===== config.mk =====
export PLATFORM = sky130hd
export DESIGN_NAME = rbls_rate_select
export DESIGN_NICKNAME = d
export VERILOG_FILES = /design/src/design/rbls_pkg.sv /design/src/design/rbls_rate_select.sv
export SDC_FILE = /design/constraint.sdc
export NUM_CORES = 1
export LEC_CHECK = 0
export BUFFER_PORTS_ARGS = -buffer_cell sky130_fd_sc_hd__buf_2
export CORE_MARGIN = 1
export CORE_UTILIZATION = 45
export DETAILED_ROUTE_END_ITERATION = 16
export PLACE_DENSITY = 0.76
export SLEW_MARGIN = 10
export SYNTH_ARGS = -nofsm -noshare
export SYNTH_HDL_FRONTEND = slang
export SYNTH_SLANG_ARGS = --single-unit
export TNS_END_PERCENT = 1

===== constraint.sdc =====
create_clock -name ref_clk_i -period 5.55 [get_ports ref_clk_i]
set_input_delay 1.11 -clock ref_clk_i [delete_from_list [all_inputs] [get_ports ref_clk_i]]
set_output_delay 1.11 -clock ref_clk_i [all_outputs]
set_load 0.005 [all_outputs]

===== src/design/rbls_pkg.sv =====
// package: offsets, field layouts, defaults and slot codes for the rate select block
package rbls_pkg;
    // register offsets on the configuration port
    localparam logic [7:0] RBLS_OFS_SWING    = 8'h03;
    localparam logic [7:0] RBLS_OFS_BW_A     = 8'h04;
    localparam logic [7:0] RBLS_OFS_BW_D     = 8'h07;
    localparam logic [7:0] RBLS_OFS_LOSS_A   = 8'h08;
    localparam logic [7:0] RBLS_OFS_LOSS_D   = 8'h0B;
    localparam logic [7:0] RBLS_OFS_EFF_BW   = 8'h0E;
    localparam logic [7:0] RBLS_OFS_EFF_LOSS = 8'h0F;
    // field layout
    localparam int RBLS_OVR_BIT    = 7;
    localparam int RBLS_BW_W       = 4;
    localparam int RBLS_LOSS_W     = 7;
    localparam int RBLS_SWING_W    = 2;
    localparam int RBLS_SLOTS      = 4;
    // reset values
    localparam logic [7:0] RBLS_SLOT_RST  = 8'h00;
    localparam logic [7:0] RBLS_SWING_RST = 8'h00;
    localparam logic [7:0] RBLS_RD_ZERO   = 8'h00;
    // output swing codes and levels in mVpp
    localparam logic [1:0] RBLS_SWING_350 = 2'b00;
    localparam logic [1:0] RBLS_SWING_850 = 2'b11;
    localparam logic [9:0] RBLS_MV_350    = 10'h15E;
    localparam logic [9:0] RBLS_MV_650    = 10'h28A;
    localparam logic [9:0] RBLS_MV_850    = 10'h352;
    // fixed default bandwidths in MHz
    localparam logic [13:0] RBLS_BW_DEF_A = 14'h0960;
    localparam logic [13:0] RBLS_BW_DEF_B = 14'h1DB0;
    localparam logic [13:0] RBLS_BW_DEF_C = 14'h20D0;
    localparam logic [13:0] RBLS_BW_DEF_D = 14'h2328;
    // fixed default loss assert levels in mVpp
    localparam logic [5:0] RBLS_LOSS_DEF_A = 6'h0F;
    localparam logic [5:0] RBLS_LOSS_DEF_B = 6'h12;
    localparam logic [5:0] RBLS_LOSS_DEF_C = 6'h1A;
    localparam logic [5:0] RBLS_LOSS_DEF_D = 6'h1A;
    // bank register index of each slot, in address order A, B, C, D
    localparam logic [1:0] RBLS_IDX_A = 2'h0;
    localparam logic [1:0] RBLS_IDX_B = 2'h1;
    localparam logic [1:0] RBLS_IDX_C = 2'h2;
    localparam logic [1:0] RBLS_IDX_D = 2'h3;
    // slot picked by {speed_pin_upper, speed_pin_lower}
    typedef enum logic [1:0] {
        RBLS_SLOT_A = 2'b00,
        RBLS_SLOT_B = 2'b01,
        RBLS_SLOT_D = 2'b10,
        RBLS_SLOT_C = 2'b11
    } rbls_slot_e;
endpackage


===== src/design/rbls_rate_select.sv =====
// rate select block: slot registers, pin driven slot choice and effective settings
`timescale 1ns/1ps
`default_nettype none

// Functional notes
// - swing code 00=350, 01/10=650, 11=850 mVpp
// - bw slot A: override uses field, else 2.4GHz
// - both pins low select bw slot A
// - bw slot B: override uses field, else 7.6GHz
// - upper low, lower high select bw B
// - bw slot C: override uses field, else 8.4GHz
// - both pins high select bw slot C
// - bw slot D: override uses field, else 9.0GHz
// - upper high lower low, or floating, select D
// - loss override: seven bits set assert level
// - loss slot A default is 15 mVpp
// - both pins low select loss slot A
// - loss slot B default is 18 mVpp
// - upper low, lower high select loss B
// - loss slot C default is 26 mVpp
// - both pins high select loss slot C
// - upper high lower low select loss D, 26mV
// - read-only field shows effective bandwidth code
// - read-only field shows effective loss level
module rbls_rate_select
    import rbls_pkg::*;
#(
    parameter logic [RBLS_BW_W-1:0]   BW_DEF_CODE   = '0, // code reported while a bw default applies
    parameter logic [RBLS_LOSS_W-1:0] LOSS_DEF_CODE = '0  // code reported while a loss default applies
) (
    input  wire logic                    ref_clk_i,          // 20 MHz clock
    input  wire logic                    reset_n_i,          // async reset, active low
    input  wire logic                    ce_i,               // clock enable, freezes all state when low
    input  wire logic                    speed_pin_upper_i,  // rate select pin, upper
    input  wire logic                    speed_pin_lower_i,  // rate select pin, lower
    input  wire logic [7:0]              reg_addr_i,         // register offset
    input  wire logic                    reg_wr_i,           // write strobe
    input  wire logic [7:0]              reg_wdata_i,        // write data
    output logic      [7:0]              reg_rdata_o,        // read data, one cycle after address
    output logic      [RBLS_SWING_W-1:0] swing_code_o,       // output swing code in effect
    output logic      [9:0]              swing_mv_o,         // output swing in mVpp
    output logic      [RBLS_BW_W-1:0]    effective_bw_field_o,         // bw code in effect
    output logic                         bw_default_o,                 // fixed default bw applies
    output logic      [13:0]             bw_default_mhz_o,             // default bw of chosen slot
    output logic      [RBLS_LOSS_W-1:0]  effective_loss_level_field_o, // loss level code in effect
    output logic                         loss_default_o,               // fixed default loss level applies
    output logic      [5:0]              loss_default_mv_o,            // default loss level of chosen slot
    output logic      [1:0]              active_slot_o                 // slot chosen by the pins
);

    // elaboration checks: two select pins address exactly four slots
    if (RBLS_SLOTS != 4) begin : g_bad_slots
        $error("rbls_rate_select: four slots required");
    end
    // the override flag must sit above both code fields inside one byte
    if (RBLS_OVR_BIT > 7 || RBLS_BW_W > RBLS_OVR_BIT || RBLS_LOSS_W > RBLS_OVR_BIT) begin : g_bad_fields
        $error("rbls_rate_select: code field overlaps the override flag");
    end
    // the low address bits index a bank, so each bank starts on a four byte boundary
    if (RBLS_OFS_BW_A[1:0] != 2'b00 || RBLS_OFS_LOSS_A[1:0] != 2'b00) begin : g_bad_align
        $error("rbls_rate_select: slot bank not aligned");
    end
    // each bank holds exactly one register per slot
    if ((RBLS_OFS_BW_D - RBLS_OFS_BW_A) != 8'(RBLS_SLOTS - 1)
        || (RBLS_OFS_LOSS_D - RBLS_OFS_LOSS_A) != 8'(RBLS_SLOTS - 1)) begin : g_bad_span
        $error("rbls_rate_select: slot bank span wrong");
    end
    // the swing field must fit the level decode below
    if (RBLS_SWING_W != 2) begin : g_bad_swing
        $error("rbls_rate_select: two bit swing field required");
    end

    logic [7:0]              bw_slot_r [RBLS_SLOTS];   // bandwidth slot registers A..D
    logic [7:0]              loss_slot_r [RBLS_SLOTS]; // loss level slot registers A..D
    logic [7:0]              swing_r;                  // swing register, low two bits used
    logic [1:0]              pin_meta_r;               // first synchroniser stage
    logic [1:0]              pin_sync_r;               // second synchroniser stage
    rbls_slot_e              slot;                     // slot from synchronised pins
    logic [7:0]              bw_sel;                   // chosen bandwidth slot register
    logic [7:0]              loss_sel;                 // chosen loss slot register
    logic [RBLS_BW_W-1:0]    bw_nxt;                   // next effective bw code
    logic [RBLS_LOSS_W-1:0]  loss_nxt;                 // next effective loss code
    logic [13:0]             bw_def_nxt;               // default bw of chosen slot
    logic [5:0]              loss_def_nxt;             // default loss level of chosen slot
    logic [9:0]              swing_mv_nxt;             // next swing level
    logic [7:0]              rdata_nxt;                // next read data
    // shared address decode and bank selection
    logic [1:0]              bank_idx;                 // bank register of the chosen slot
    logic                    wr_en;                    // write strobe qualified by the clock enable
    logic                    sel_swing;                // swing register addressed
    logic                    sel_bw;                   // bandwidth bank addressed
    logic                    sel_loss;                 // loss bank addressed
    logic                    sel_eff_bw;               // effective bandwidth field addressed
    logic                    sel_eff_loss;             // effective loss field addressed

    // map the synchronised pin pair onto a slot
    function automatic rbls_slot_e pin_slot(input logic [1:0] pins);
        rbls_slot_e s;
        s = RBLS_SLOT_D;
        case (pins)
            2'b00:   s = RBLS_SLOT_A;
            2'b01:   s = RBLS_SLOT_B;
            2'b11:   s = RBLS_SLOT_C;
            default: s = RBLS_SLOT_D;
        endcase
        return s;
    endfunction

    // true when an offset lies inside a four register slot bank
    function automatic logic in_bank(input logic [7:0] a, input logic [7:0] lo, input logic [7:0] hi);
        return (a >= lo) && (a <= hi);
    endfunction

    // bank index of a slot: the slot code follows the pin pair (D is 10, C is 11),
    // while the banks are laid out A, B, C, D by address, so C and D trade places here;
    // indexing a bank with the raw slot code would apply the wrong register
    function automatic logic [1:0] slot_idx(input rbls_slot_e s);
        logic [1:0] idx;
        idx = RBLS_IDX_D;
        case (s)
            RBLS_SLOT_A: idx = RBLS_IDX_A;
            RBLS_SLOT_B: idx = RBLS_IDX_B;
            RBLS_SLOT_C: idx = RBLS_IDX_C;
            default:     idx = RBLS_IDX_D;
        endcase
        return idx;
    endfunction

    // address decode shared by the write and read paths
    // so both paths always agree on which register an offset means
    always_comb begin
        wr_en        = ce_i && reg_wr_i;
        sel_swing    = (reg_addr_i == RBLS_OFS_SWING);
        sel_bw       = in_bank(reg_addr_i, RBLS_OFS_BW_A, RBLS_OFS_BW_D);
        sel_loss     = in_bank(reg_addr_i, RBLS_OFS_LOSS_A, RBLS_OFS_LOSS_D);
        sel_eff_bw   = (reg_addr_i == RBLS_OFS_EFF_BW);
        sel_eff_loss = (reg_addr_i == RBLS_OFS_EFF_LOSS);
    end

    // two flip-flops on the asynchronous pins before any logic reads them
    always_ff @(posedge ref_clk_i or negedge reset_n_i) begin
        if (!reset_n_i) begin
            pin_meta_r <= 2'b00;
            pin_sync_r <= 2'b00;
        end else if (ce_i) begin
            pin_meta_r <= {speed_pin_upper_i, speed_pin_lower_i};
            pin_sync_r <= pin_meta_r;
        end
    end

    // swing register write; read-only and unmapped offsets never match a select
    always_ff @(posedge ref_clk_i or negedge reset_n_i) begin
        if (!reset_n_i) begin
            swing_r <= RBLS_SWING_RST;
        end else if (wr_en && sel_swing) begin
            swing_r <= reg_wdata_i;
        end
    end

    // bandwidth bank write; the low address bits pick the slot register
    always_ff @(posedge ref_clk_i or negedge reset_n_i) begin
        if (!reset_n_i) begin
            for (int i = 0; i < RBLS_SLOTS; i++) begin
                bw_slot_r[i] <= RBLS_SLOT_RST;
            end
        end else if (wr_en && sel_bw) begin
            bw_slot_r[reg_addr_i[1:0]] <= reg_wdata_i;
        end
    end

    // loss level bank write; the low address bits pick the slot register
    always_ff @(posedge ref_clk_i or negedge reset_n_i) begin
        if (!reset_n_i) begin
            for (int i = 0; i < RBLS_SLOTS; i++) begin
                loss_slot_r[i] <= RBLS_SLOT_RST;
            end
        end else if (wr_en && sel_loss) begin
            loss_slot_r[reg_addr_i[1:0]] <= reg_wdata_i;
        end
    end

    // slot choice and override handling, re-evaluated every cycle
    always_comb begin
        slot     = pin_slot(pin_sync_r);
        bank_idx = slot_idx(slot);
        bw_sel   = bw_slot_r[bank_idx];
        loss_sel = loss_slot_r[bank_idx];
        case (slot)
            RBLS_SLOT_A: begin
                bw_def_nxt   = RBLS_BW_DEF_A;
                loss_def_nxt = RBLS_LOSS_DEF_A;
            end
            RBLS_SLOT_B: begin
                bw_def_nxt   = RBLS_BW_DEF_B;
                loss_def_nxt = RBLS_LOSS_DEF_B;
            end
            RBLS_SLOT_C: begin
                bw_def_nxt   = RBLS_BW_DEF_C;
                loss_def_nxt = RBLS_LOSS_DEF_C;
            end
            default: begin
                bw_def_nxt   = RBLS_BW_DEF_D;
                loss_def_nxt = RBLS_LOSS_DEF_D;
            end
        endcase
        // override set: low field chosen, else default code reported
        if (bw_sel[RBLS_OVR_BIT]) begin
            bw_nxt = bw_sel[RBLS_BW_W-1:0];
        end else begin
            bw_nxt = BW_DEF_CODE;
        end
        if (loss_sel[RBLS_OVR_BIT]) begin
            loss_nxt = loss_sel[RBLS_LOSS_W-1:0];
        end else begin
            loss_nxt = LOSS_DEF_CODE;
        end
    end

    // swing code to level
    always_comb begin
        case (swing_r[RBLS_SWING_W-1:0])
            RBLS_SWING_350: swing_mv_nxt = RBLS_MV_350;
            RBLS_SWING_850: swing_mv_nxt = RBLS_MV_850;
            default:        swing_mv_nxt = RBLS_MV_650;
        endcase
    end

    // chosen slot and its fixed defaults; reset shows slot A as the pins do
    always_ff @(posedge ref_clk_i or negedge reset_n_i) begin
        if (!reset_n_i) begin
            active_slot_o     <= RBLS_SLOT_A;
            bw_default_mhz_o  <= RBLS_BW_DEF_A;
            loss_default_mv_o <= RBLS_LOSS_DEF_A;
        end else if (ce_i) begin
            active_slot_o     <= slot;
            bw_default_mhz_o  <= bw_def_nxt;
            loss_default_mv_o <= loss_def_nxt;
        end
    end

    // effective bandwidth code and its default flag
    // both come from the same chosen register, so they never disagree
    always_ff @(posedge ref_clk_i or negedge reset_n_i) begin
        if (!reset_n_i) begin
            effective_bw_field_o <= '0;
            bw_default_o         <= 1'b1;
        end else if (ce_i) begin
            effective_bw_field_o <= bw_nxt;
            bw_default_o         <= ~bw_sel[RBLS_OVR_BIT];
        end
    end

    // effective loss level code and its default flag
    always_ff @(posedge ref_clk_i or negedge reset_n_i) begin
        if (!reset_n_i) begin
            effective_loss_level_field_o <= '0;
            loss_default_o               <= 1'b1;
        end else if (ce_i) begin
            effective_loss_level_field_o <= loss_nxt;
            loss_default_o               <= ~loss_sel[RBLS_OVR_BIT];
        end
    end

    // swing code and level; both follow the swing register one edge later
    always_ff @(posedge ref_clk_i or negedge reset_n_i) begin
        if (!reset_n_i) begin
            swing_code_o <= RBLS_SWING_350;
            swing_mv_o   <= RBLS_MV_350;
        end else if (ce_i) begin
            swing_code_o <= swing_r[RBLS_SWING_W-1:0];
            swing_mv_o   <= swing_mv_nxt;
        end
    end

    // read mux; unmapped offsets and the unused upper bits of the effective fields read zero
    always_comb begin
        rdata_nxt = RBLS_RD_ZERO;
        if (sel_swing) begin
            rdata_nxt = swing_r;
        end else if (sel_bw) begin
            rdata_nxt = bw_slot_r[reg_addr_i[1:0]];
        end else if (sel_loss) begin
            rdata_nxt = loss_slot_r[reg_addr_i[1:0]];
        end else if (sel_eff_bw) begin
            rdata_nxt = {{(8-RBLS_BW_W){1'b0}}, effective_bw_field_o};
        end else if (sel_eff_loss) begin
            rdata_nxt = {{(8-RBLS_LOSS_W){1'b0}}, effective_loss_level_field_o};
        end
    end

    // read data register
    always_ff @(posedge ref_clk_i or negedge reset_n_i) begin
        if (!reset_n_i) begin
            reg_rdata_o <= RBLS_RD_ZERO;
        end else if (ce_i) begin
            reg_rdata_o <= rdata_nxt;
        end
    end

endmodule

`default_nettype wire


==> results.toml, run 1 <==
[outcome]
outcome = "completed"

[yosys]
synth_seq_cells = 115
ys_warn_count = 0
synth_area_leader_cell = "dfrtp_1"
synth_edf_count = 0
synth-simple-area-share_pct = 6.93
synth_ff_type = "dfrtp_1"
syn_area_per_cell_um2 = 12.5
ys_seq_area_share_pct = 50.2
synth_top_family_by_area = "multiplexers"
synth_top_area_share_pct = 45.6
syn_area_mm2 = 0.00576
synth_xor_xnor_area_share_pct = 0
synth_compound_area_share_pct = 7.25
yosys-top-cells-area = "dfrtp_1 46%, mux2_2 18%, mux4_2 6.3%, dfstp_2 4.6%, mux2i_1 3.6%"
synthMuxAreaShare_pct = 27.5
synth_cell_types = 41
syn-instance-count = 461
async_flop_share_pct = 100
synthAdderAreaFrac_pct = 2.17

[placement]
io_buffers = 68
routabilityCongestion = 0.823
dp_cells = 668
pre_cts_slack_ns = 2.15
hpwl_mm = 8.70
placed_area_mm2 = 0.00615

[route]
post_drt_via_cell_ratio = 5.64
ant_nets = 0
drtPass1Iterations = 5
drc = 0
wl_mm = 13.7
vias = 3949
wl_per_cell_um = 19.6
drt_iter0_drc = 293

[floorplanning]
num_io_pins = 77
rows = 40
die_area_mm2 = 0.0133
start_util_pct = 47.0
die_h_um = 115
core_mm2 = 0.0123
die_width_um = 115

[global_route]
grt_use_total_pct = 22.7
antenna_found_initial = 0
grt_remaining_overflow = 0
grt_pass1_vias = 4158
grt_max_degree = 80
grt_pass1_wl_mm = 22.3

[setup_path]
crit_chain = "buf_2, nor4_2, nor2b_1, nand2b_4, nor3b_4, mux2_2"
cp-start-kind = "input pin"
crit_arrival_ns = 3.32
crit_slowest_cell = "nor2b_1"
critPathKind = "input pin to flop"
crit_path_max_incr_delay_ns = 0.58
path_max_fanout = 8
reg2regPathDepth = 7
endpoint_kind = "flop"
critPathRequiredTime_ns = 5.85

[cells_and_area]
drive_gt1_share_pct = 42.3
nFillCells = 1024
area_growth_pct = 17.2
instances_no_fill = 700
num_antenna_cells = 0
fin_nets = 551
fin_area_mm2 = 0.00675

[pwr]
max-vdd-ir-drop_mv = 0.218
power_density_mw_per_mm2 = 330
p_leak_nw = 3.26

[cts]
root_buffer = "clkbuf_16"
cts_tree = "done"
cts-buffers-inserted = 17
cts_buffer_depth = 2
clk_latency_ns = 0.41
ctsHoldBuffers = 0
post_cts_buffers = 0
htreeDepth = 4
cts_resized = 0
clk_pin_slew_worst_paths_ns = 0.05
clkSinkCount = 115

[timing]
setup_viol = 0
holdWs_ns = 0.467
grt_setup_unrepaired = "false"
skew_ns = 0.00464
relSlewSlack_pct = 31.0
fmax_mhz = 331
maxSlewViolCount = 0
setup_tns_ns = 0
period_share_pct = 54.5
finalHoldViolCount = 0
worstMarginPinSlew_ns = 1.04
fin_crit_ns = 3.02
fin_ws_ns = 2.53

[hold_path]
hold_path.class = "flop to flop"
hold_depth = 2

[job]
cap_violations = 0
-- per-stage QoR --
stage	utilization [%]	total power, mW
finish	55.1	2.23
global route	55.1	2.30
CTS	55.1	2.24
detailed placement	50.1	1.13
global placement	50.1	1.12
floorplan	-	1.05
-- layer usage --
| metal | vias up | GRT usage [%] | wire [µm] |
|---|---|---|---|
| met5 | - | 0 | 0 |
| met4 | 0 | 9.09 | 252 |
| met3 | 18 | 4.80 | 838 |
| met2 | 159 | 37.3 | 6670 |
| met1 | 2040 | 29.5 | 5970 |
| li1 | 1732 | - | - |
-- sequential cells by signal, summed over array words and instances (netlist names) --
name,count
swing_mv_o,5
reg_rdata_o,8
loss_default_mv_o,3
bw_slot_r,32
bw_default_mhz_o,7
loss_slot_r,32
pin_sync_r,2
swing_code_o,2
effective_loss_level_field_o,7
swing_r,8
effective_bw_field_o,4
active_slot_o,1
bw_default_o,1
loss_default_o,1
pin_meta_r,2
-- placed cells by master, fill, tap and decap left out, types with 6 or more instances in the layout --
cell type / n
nand2_1: 23
buf_2: 67
clkbuf_16: 17
mux2_2: 90
o22ai_1: 8
dfrtp_1: 105
inv_1: 31
nand3_1: 12
a21oi_1: 7
dfstp_2: 10
mux4_2: 16
ha_1: 10
mux2i_1: 21
a22o_1: 6
nor2_1: 12
o21ai_0: 24
conb_1: 8
nand2b_1: 8
-- area by class of cell --
cell class / instances / area [µm²] / share of cell area [%]
multi-input combinational: 282 / 2560 / 37.9
sequential: 115 / 2890 / 42.8
clock buffer: 22 / 474 / 7.03
timing repair buffer: 72 / 373 / 5.52
tap: 168 / 210 / 3.11
inverter: 31 / 116 / 1.72
clock inverter: 10 / 130 / 1.93
-- critical path: cells and delay by family --
kind	cells	cell delay (ns)
AND/OR/NAND/NOR	4	1.70
buffers and inverters	1	0.10
multiplexers	1	0.41
-- power by group --
| group | total (mW) | switching (mW) | internal, mW | leakage, nW |
|---|---|---|---|---|
| Sequential | 0.906 | 0.0243 | 0.881 | 1.54 |
| Clock | 1.11 | 0.376 | 0.736 | 0.296 |
| Combinational | 0.211 | 0.119 | 0.0921 | 1.42 |
| Total | 2.23 | 0.520 | 1.71 | 3.26 |
-- kinds of logic after synthesis --
group | count (synthesis)
other cells | 2
buf+inv | 70
mux | 127
flops | 115
fa+ha+maj | 10
compound gates | 64
simple gates | 73
-- worst paths after layout --
kind	slack [ns]	end	from
worst max-delay path	2.53	swing_r[2]	reg_addr_i[7]
worst min-delay path	0.47	loss_default_mv_o[3]	loss_default_mv_o[3]
worst max register to register	3.20	effective_loss_level_field_o[4]	pin_sync_r[0]
worst min register to register	0.47	loss_default_mv_o[3]	loss_default_mv_o[3]
max in group asynchronous	3.55	swing_mv_o[2]	reset_n_i
min in group asynchronous	0.84	swing_r[7]	reset_n_i
-- synthesized netlist by cell type (all sizes together), types with 2 or more instances --
master,count
nand2b,9
a211o,2
ha,10
nand2,23
dfstp,10
mux2,90
o21ai,24
mux2i,21
dfrtp,105
and2,4
o221ai,2
buf,28
a22o,6
a32oi,2
nor4,2
a221oi,4
clkbuf,11
a21oi,7
conb,2
nor2b,5
inv,31
mux4,16
o2bb2ai,2
nor2,14
o22ai,8
nand3,12
a21o,3
Power figures use the tool's default switching activity.
==> inputs of run 2 (changes only) <==
==> constraint.sdc (replaced) <==
create_clock -name ref_clk_i -period 3.03 [get_ports ref_clk_i]
set_input_delay 0.606 -clock ref_clk_i [delete_from_list [all_inputs] [get_ports ref_clk_i]]
set_output_delay 0.606 -clock ref_clk_i [all_outputs]
set_load 0.005 [all_outputs]
==> results.toml, run 2 (synthesized netlist as in run 1, its figures left out) <==
[cells_and_area]
num_antenna_cells = 0
fin_nets = 568
fin_area_mm2 = 0.00692
layout_common_cells = "105 x dfrtp_1, 90 x mux2_2, 67 x buf_2, 31 x inv_1, 24 x o21ai_0"
top_regs = "bw_slot_r x32, loss_slot_r x32"
area_growth_pct = 20.1
final_common_cell = "dfrtp_1"
drive_gt1_share_pct = 44.1

[global_route]
grt_remaining_overflow = 0
grt_max_degree = 59
antenna_found_initial = 0
grt_pass1_vias = 4283
grt_pass1_wl_mm = 22.5
grt_use_total_pct = 23.1

[timing]
maxSlewViolCount = 0
period_share_pct = 78.6
setup_tns_ns = 0
worstMarginPinSlew_ns = 0.752
grt_setup_unrepaired = "false"
finalHoldViolCount = 0
skew_ns = 0.00562
fin_crit_ns = 2.38
setup_viol = 0
fmax_mhz = 420
relSlewSlack_pct = 49.9

[cts]
post_cts_buffers = 0
root_buffer = "clkbuf_16"
cts_tree = "done"
htreeDepth = 4
clk_pin_slew_worst_paths_ns = 0.05
cts_buffer_depth = 2
clk_latency_ns = 0.41
ctsHoldBuffers = 0
cts-buffers-inserted = 17
cts_resized = 0
clkSinkCount = 115

[floorplanning]
start_util_pct = 47.0
num_io_pins = 77
die_h_um = 115
die_area_mm2 = 0.0133
core_mm2 = 0.0123
rows = 40
die_width_um = 115

[setup_path]
critPathRequiredTime_ns = 3.30
crit_chain = "inv_1, ha_1, nor2_1, mux4_2, and2_1, nand2_1, o21ai_0"
worst-path-buf-inv = 1
path_max_fanout = 8
cp-start-kind = "flop"
crit_slowest_cell = "nor2_1"
crit_path_max_incr_delay_ns = 0.53
critPathKind = "flop to flop"
critPathTopFamily = "simple AND/OR/NAND/NOR gates"
crit_arrival_ns = 2.65
endpoint_kind = "flop"

[route]
met2WireLength_mm = 6.66
ant_nets = 0
vias = 4057
top_layer = "met4"
drt_iter0_drc = 279
dr_wl_met3_um = 968
wl_mm = 14.0
wl_per_cell_um = 19.5
drc = 0
drtPass1Iterations = 4
met1Wirelength_mm = 6.03
post_drt_via_cell_ratio = 5.66

[hold_path]
hold_path.class = "input pin to asynchronous set/reset pin"

[pwr]
power_density_mw_per_mm2 = 609
p_leak_nw = 3.37
max-vdd-ir-drop_mv = 0.444

[placement]
routabilityCongestion = 0.835
hpwl_mm = 9.32
placed_area_mm2 = 0.00629
io_buffers = 68

[outcome]
outcome = "completed"

[job]
cap_violations = 0
run 2: area by class of cell:
type / count / area [µm²]
clock buffers: 20 / 447
inverters: 31 / 116
multi-input cells: 282 / 2560
clock inverters: 12 / 185
fillers: 1010 / 5340
repair buffers: 89 / 513
well taps: 168 / 210
flip-flops and latches: 115 / 2890
run 2: worst reg2reg max path, stage by stage (launching register included):
cell and delay (ns):
dfrtp_1 0.42, inv_1 0.12, ha_1 0.23, nor2_1 0.53
mux4_2 0.40, and2_1 0.34, nand2_1 0.13, o21ai_0 0.08
run 2: power by group:
group | internal, mW | leakage [nW] | switching, mW | total [mW]
clock | 1.47 | 0.317 | 0.677 | 2.15
combinational | 0.180 | 1.51 | 0.229 | 0.408
sequential | 1.61 | 1.54 | 0.0425 | 1.66
run 2: metal layers:
layer | up-vias | track usage (%)
li1 | 1781 | -
met1 | 2050 | 29.8
met2 | 194 | 36.1
met3 | 32 | 6.01
met4 | 0 | 11.5
met5 | - | 0
run 2: final timing paths:
kind	from	slack, ns	depth (start not counted)	endpoint
setup / recovery	pin_sync_r[0]	0.65	7	effective_loss_level_field_o[1]
hold / removal	reset_n_i	0.25	1	bw_slot_r[30]
setup reg to reg	pin_sync_r[0]	0.65	7	effective_loss_level_field_o[1]
hold reg to reg	loss_default_mv_o[3]	0.46	2	loss_default_mv_o[3]
max in group asynchronous	reset_n_i	1.95	2	bw_default_mhz_o[6]
min in group ref_clk_i	speed_pin_lower_i	0.43	2	pin_meta_r[0]
run 2: per-stage QoR:
step | hold slack [ns] | std cells | power (mW) | setup slack [ns] | utilization (%)
finish | 0.251 | 717 | 4.21 | 0.648 | 56.4
global route | 0.317 | 717 | 4.36 | 0.438 | 56.4
CTS | 0.288 | 717 | 4.24 | 0.596 | 56.4
detailed placement | 0.458 | 685 | 2.09 | 0.493 | 51.3
global placement | 0.452 | 685 | 2.08 | 0.581 | 51.3
floorplan | 0.310 | 467 | 1.93 | 0.891 | -
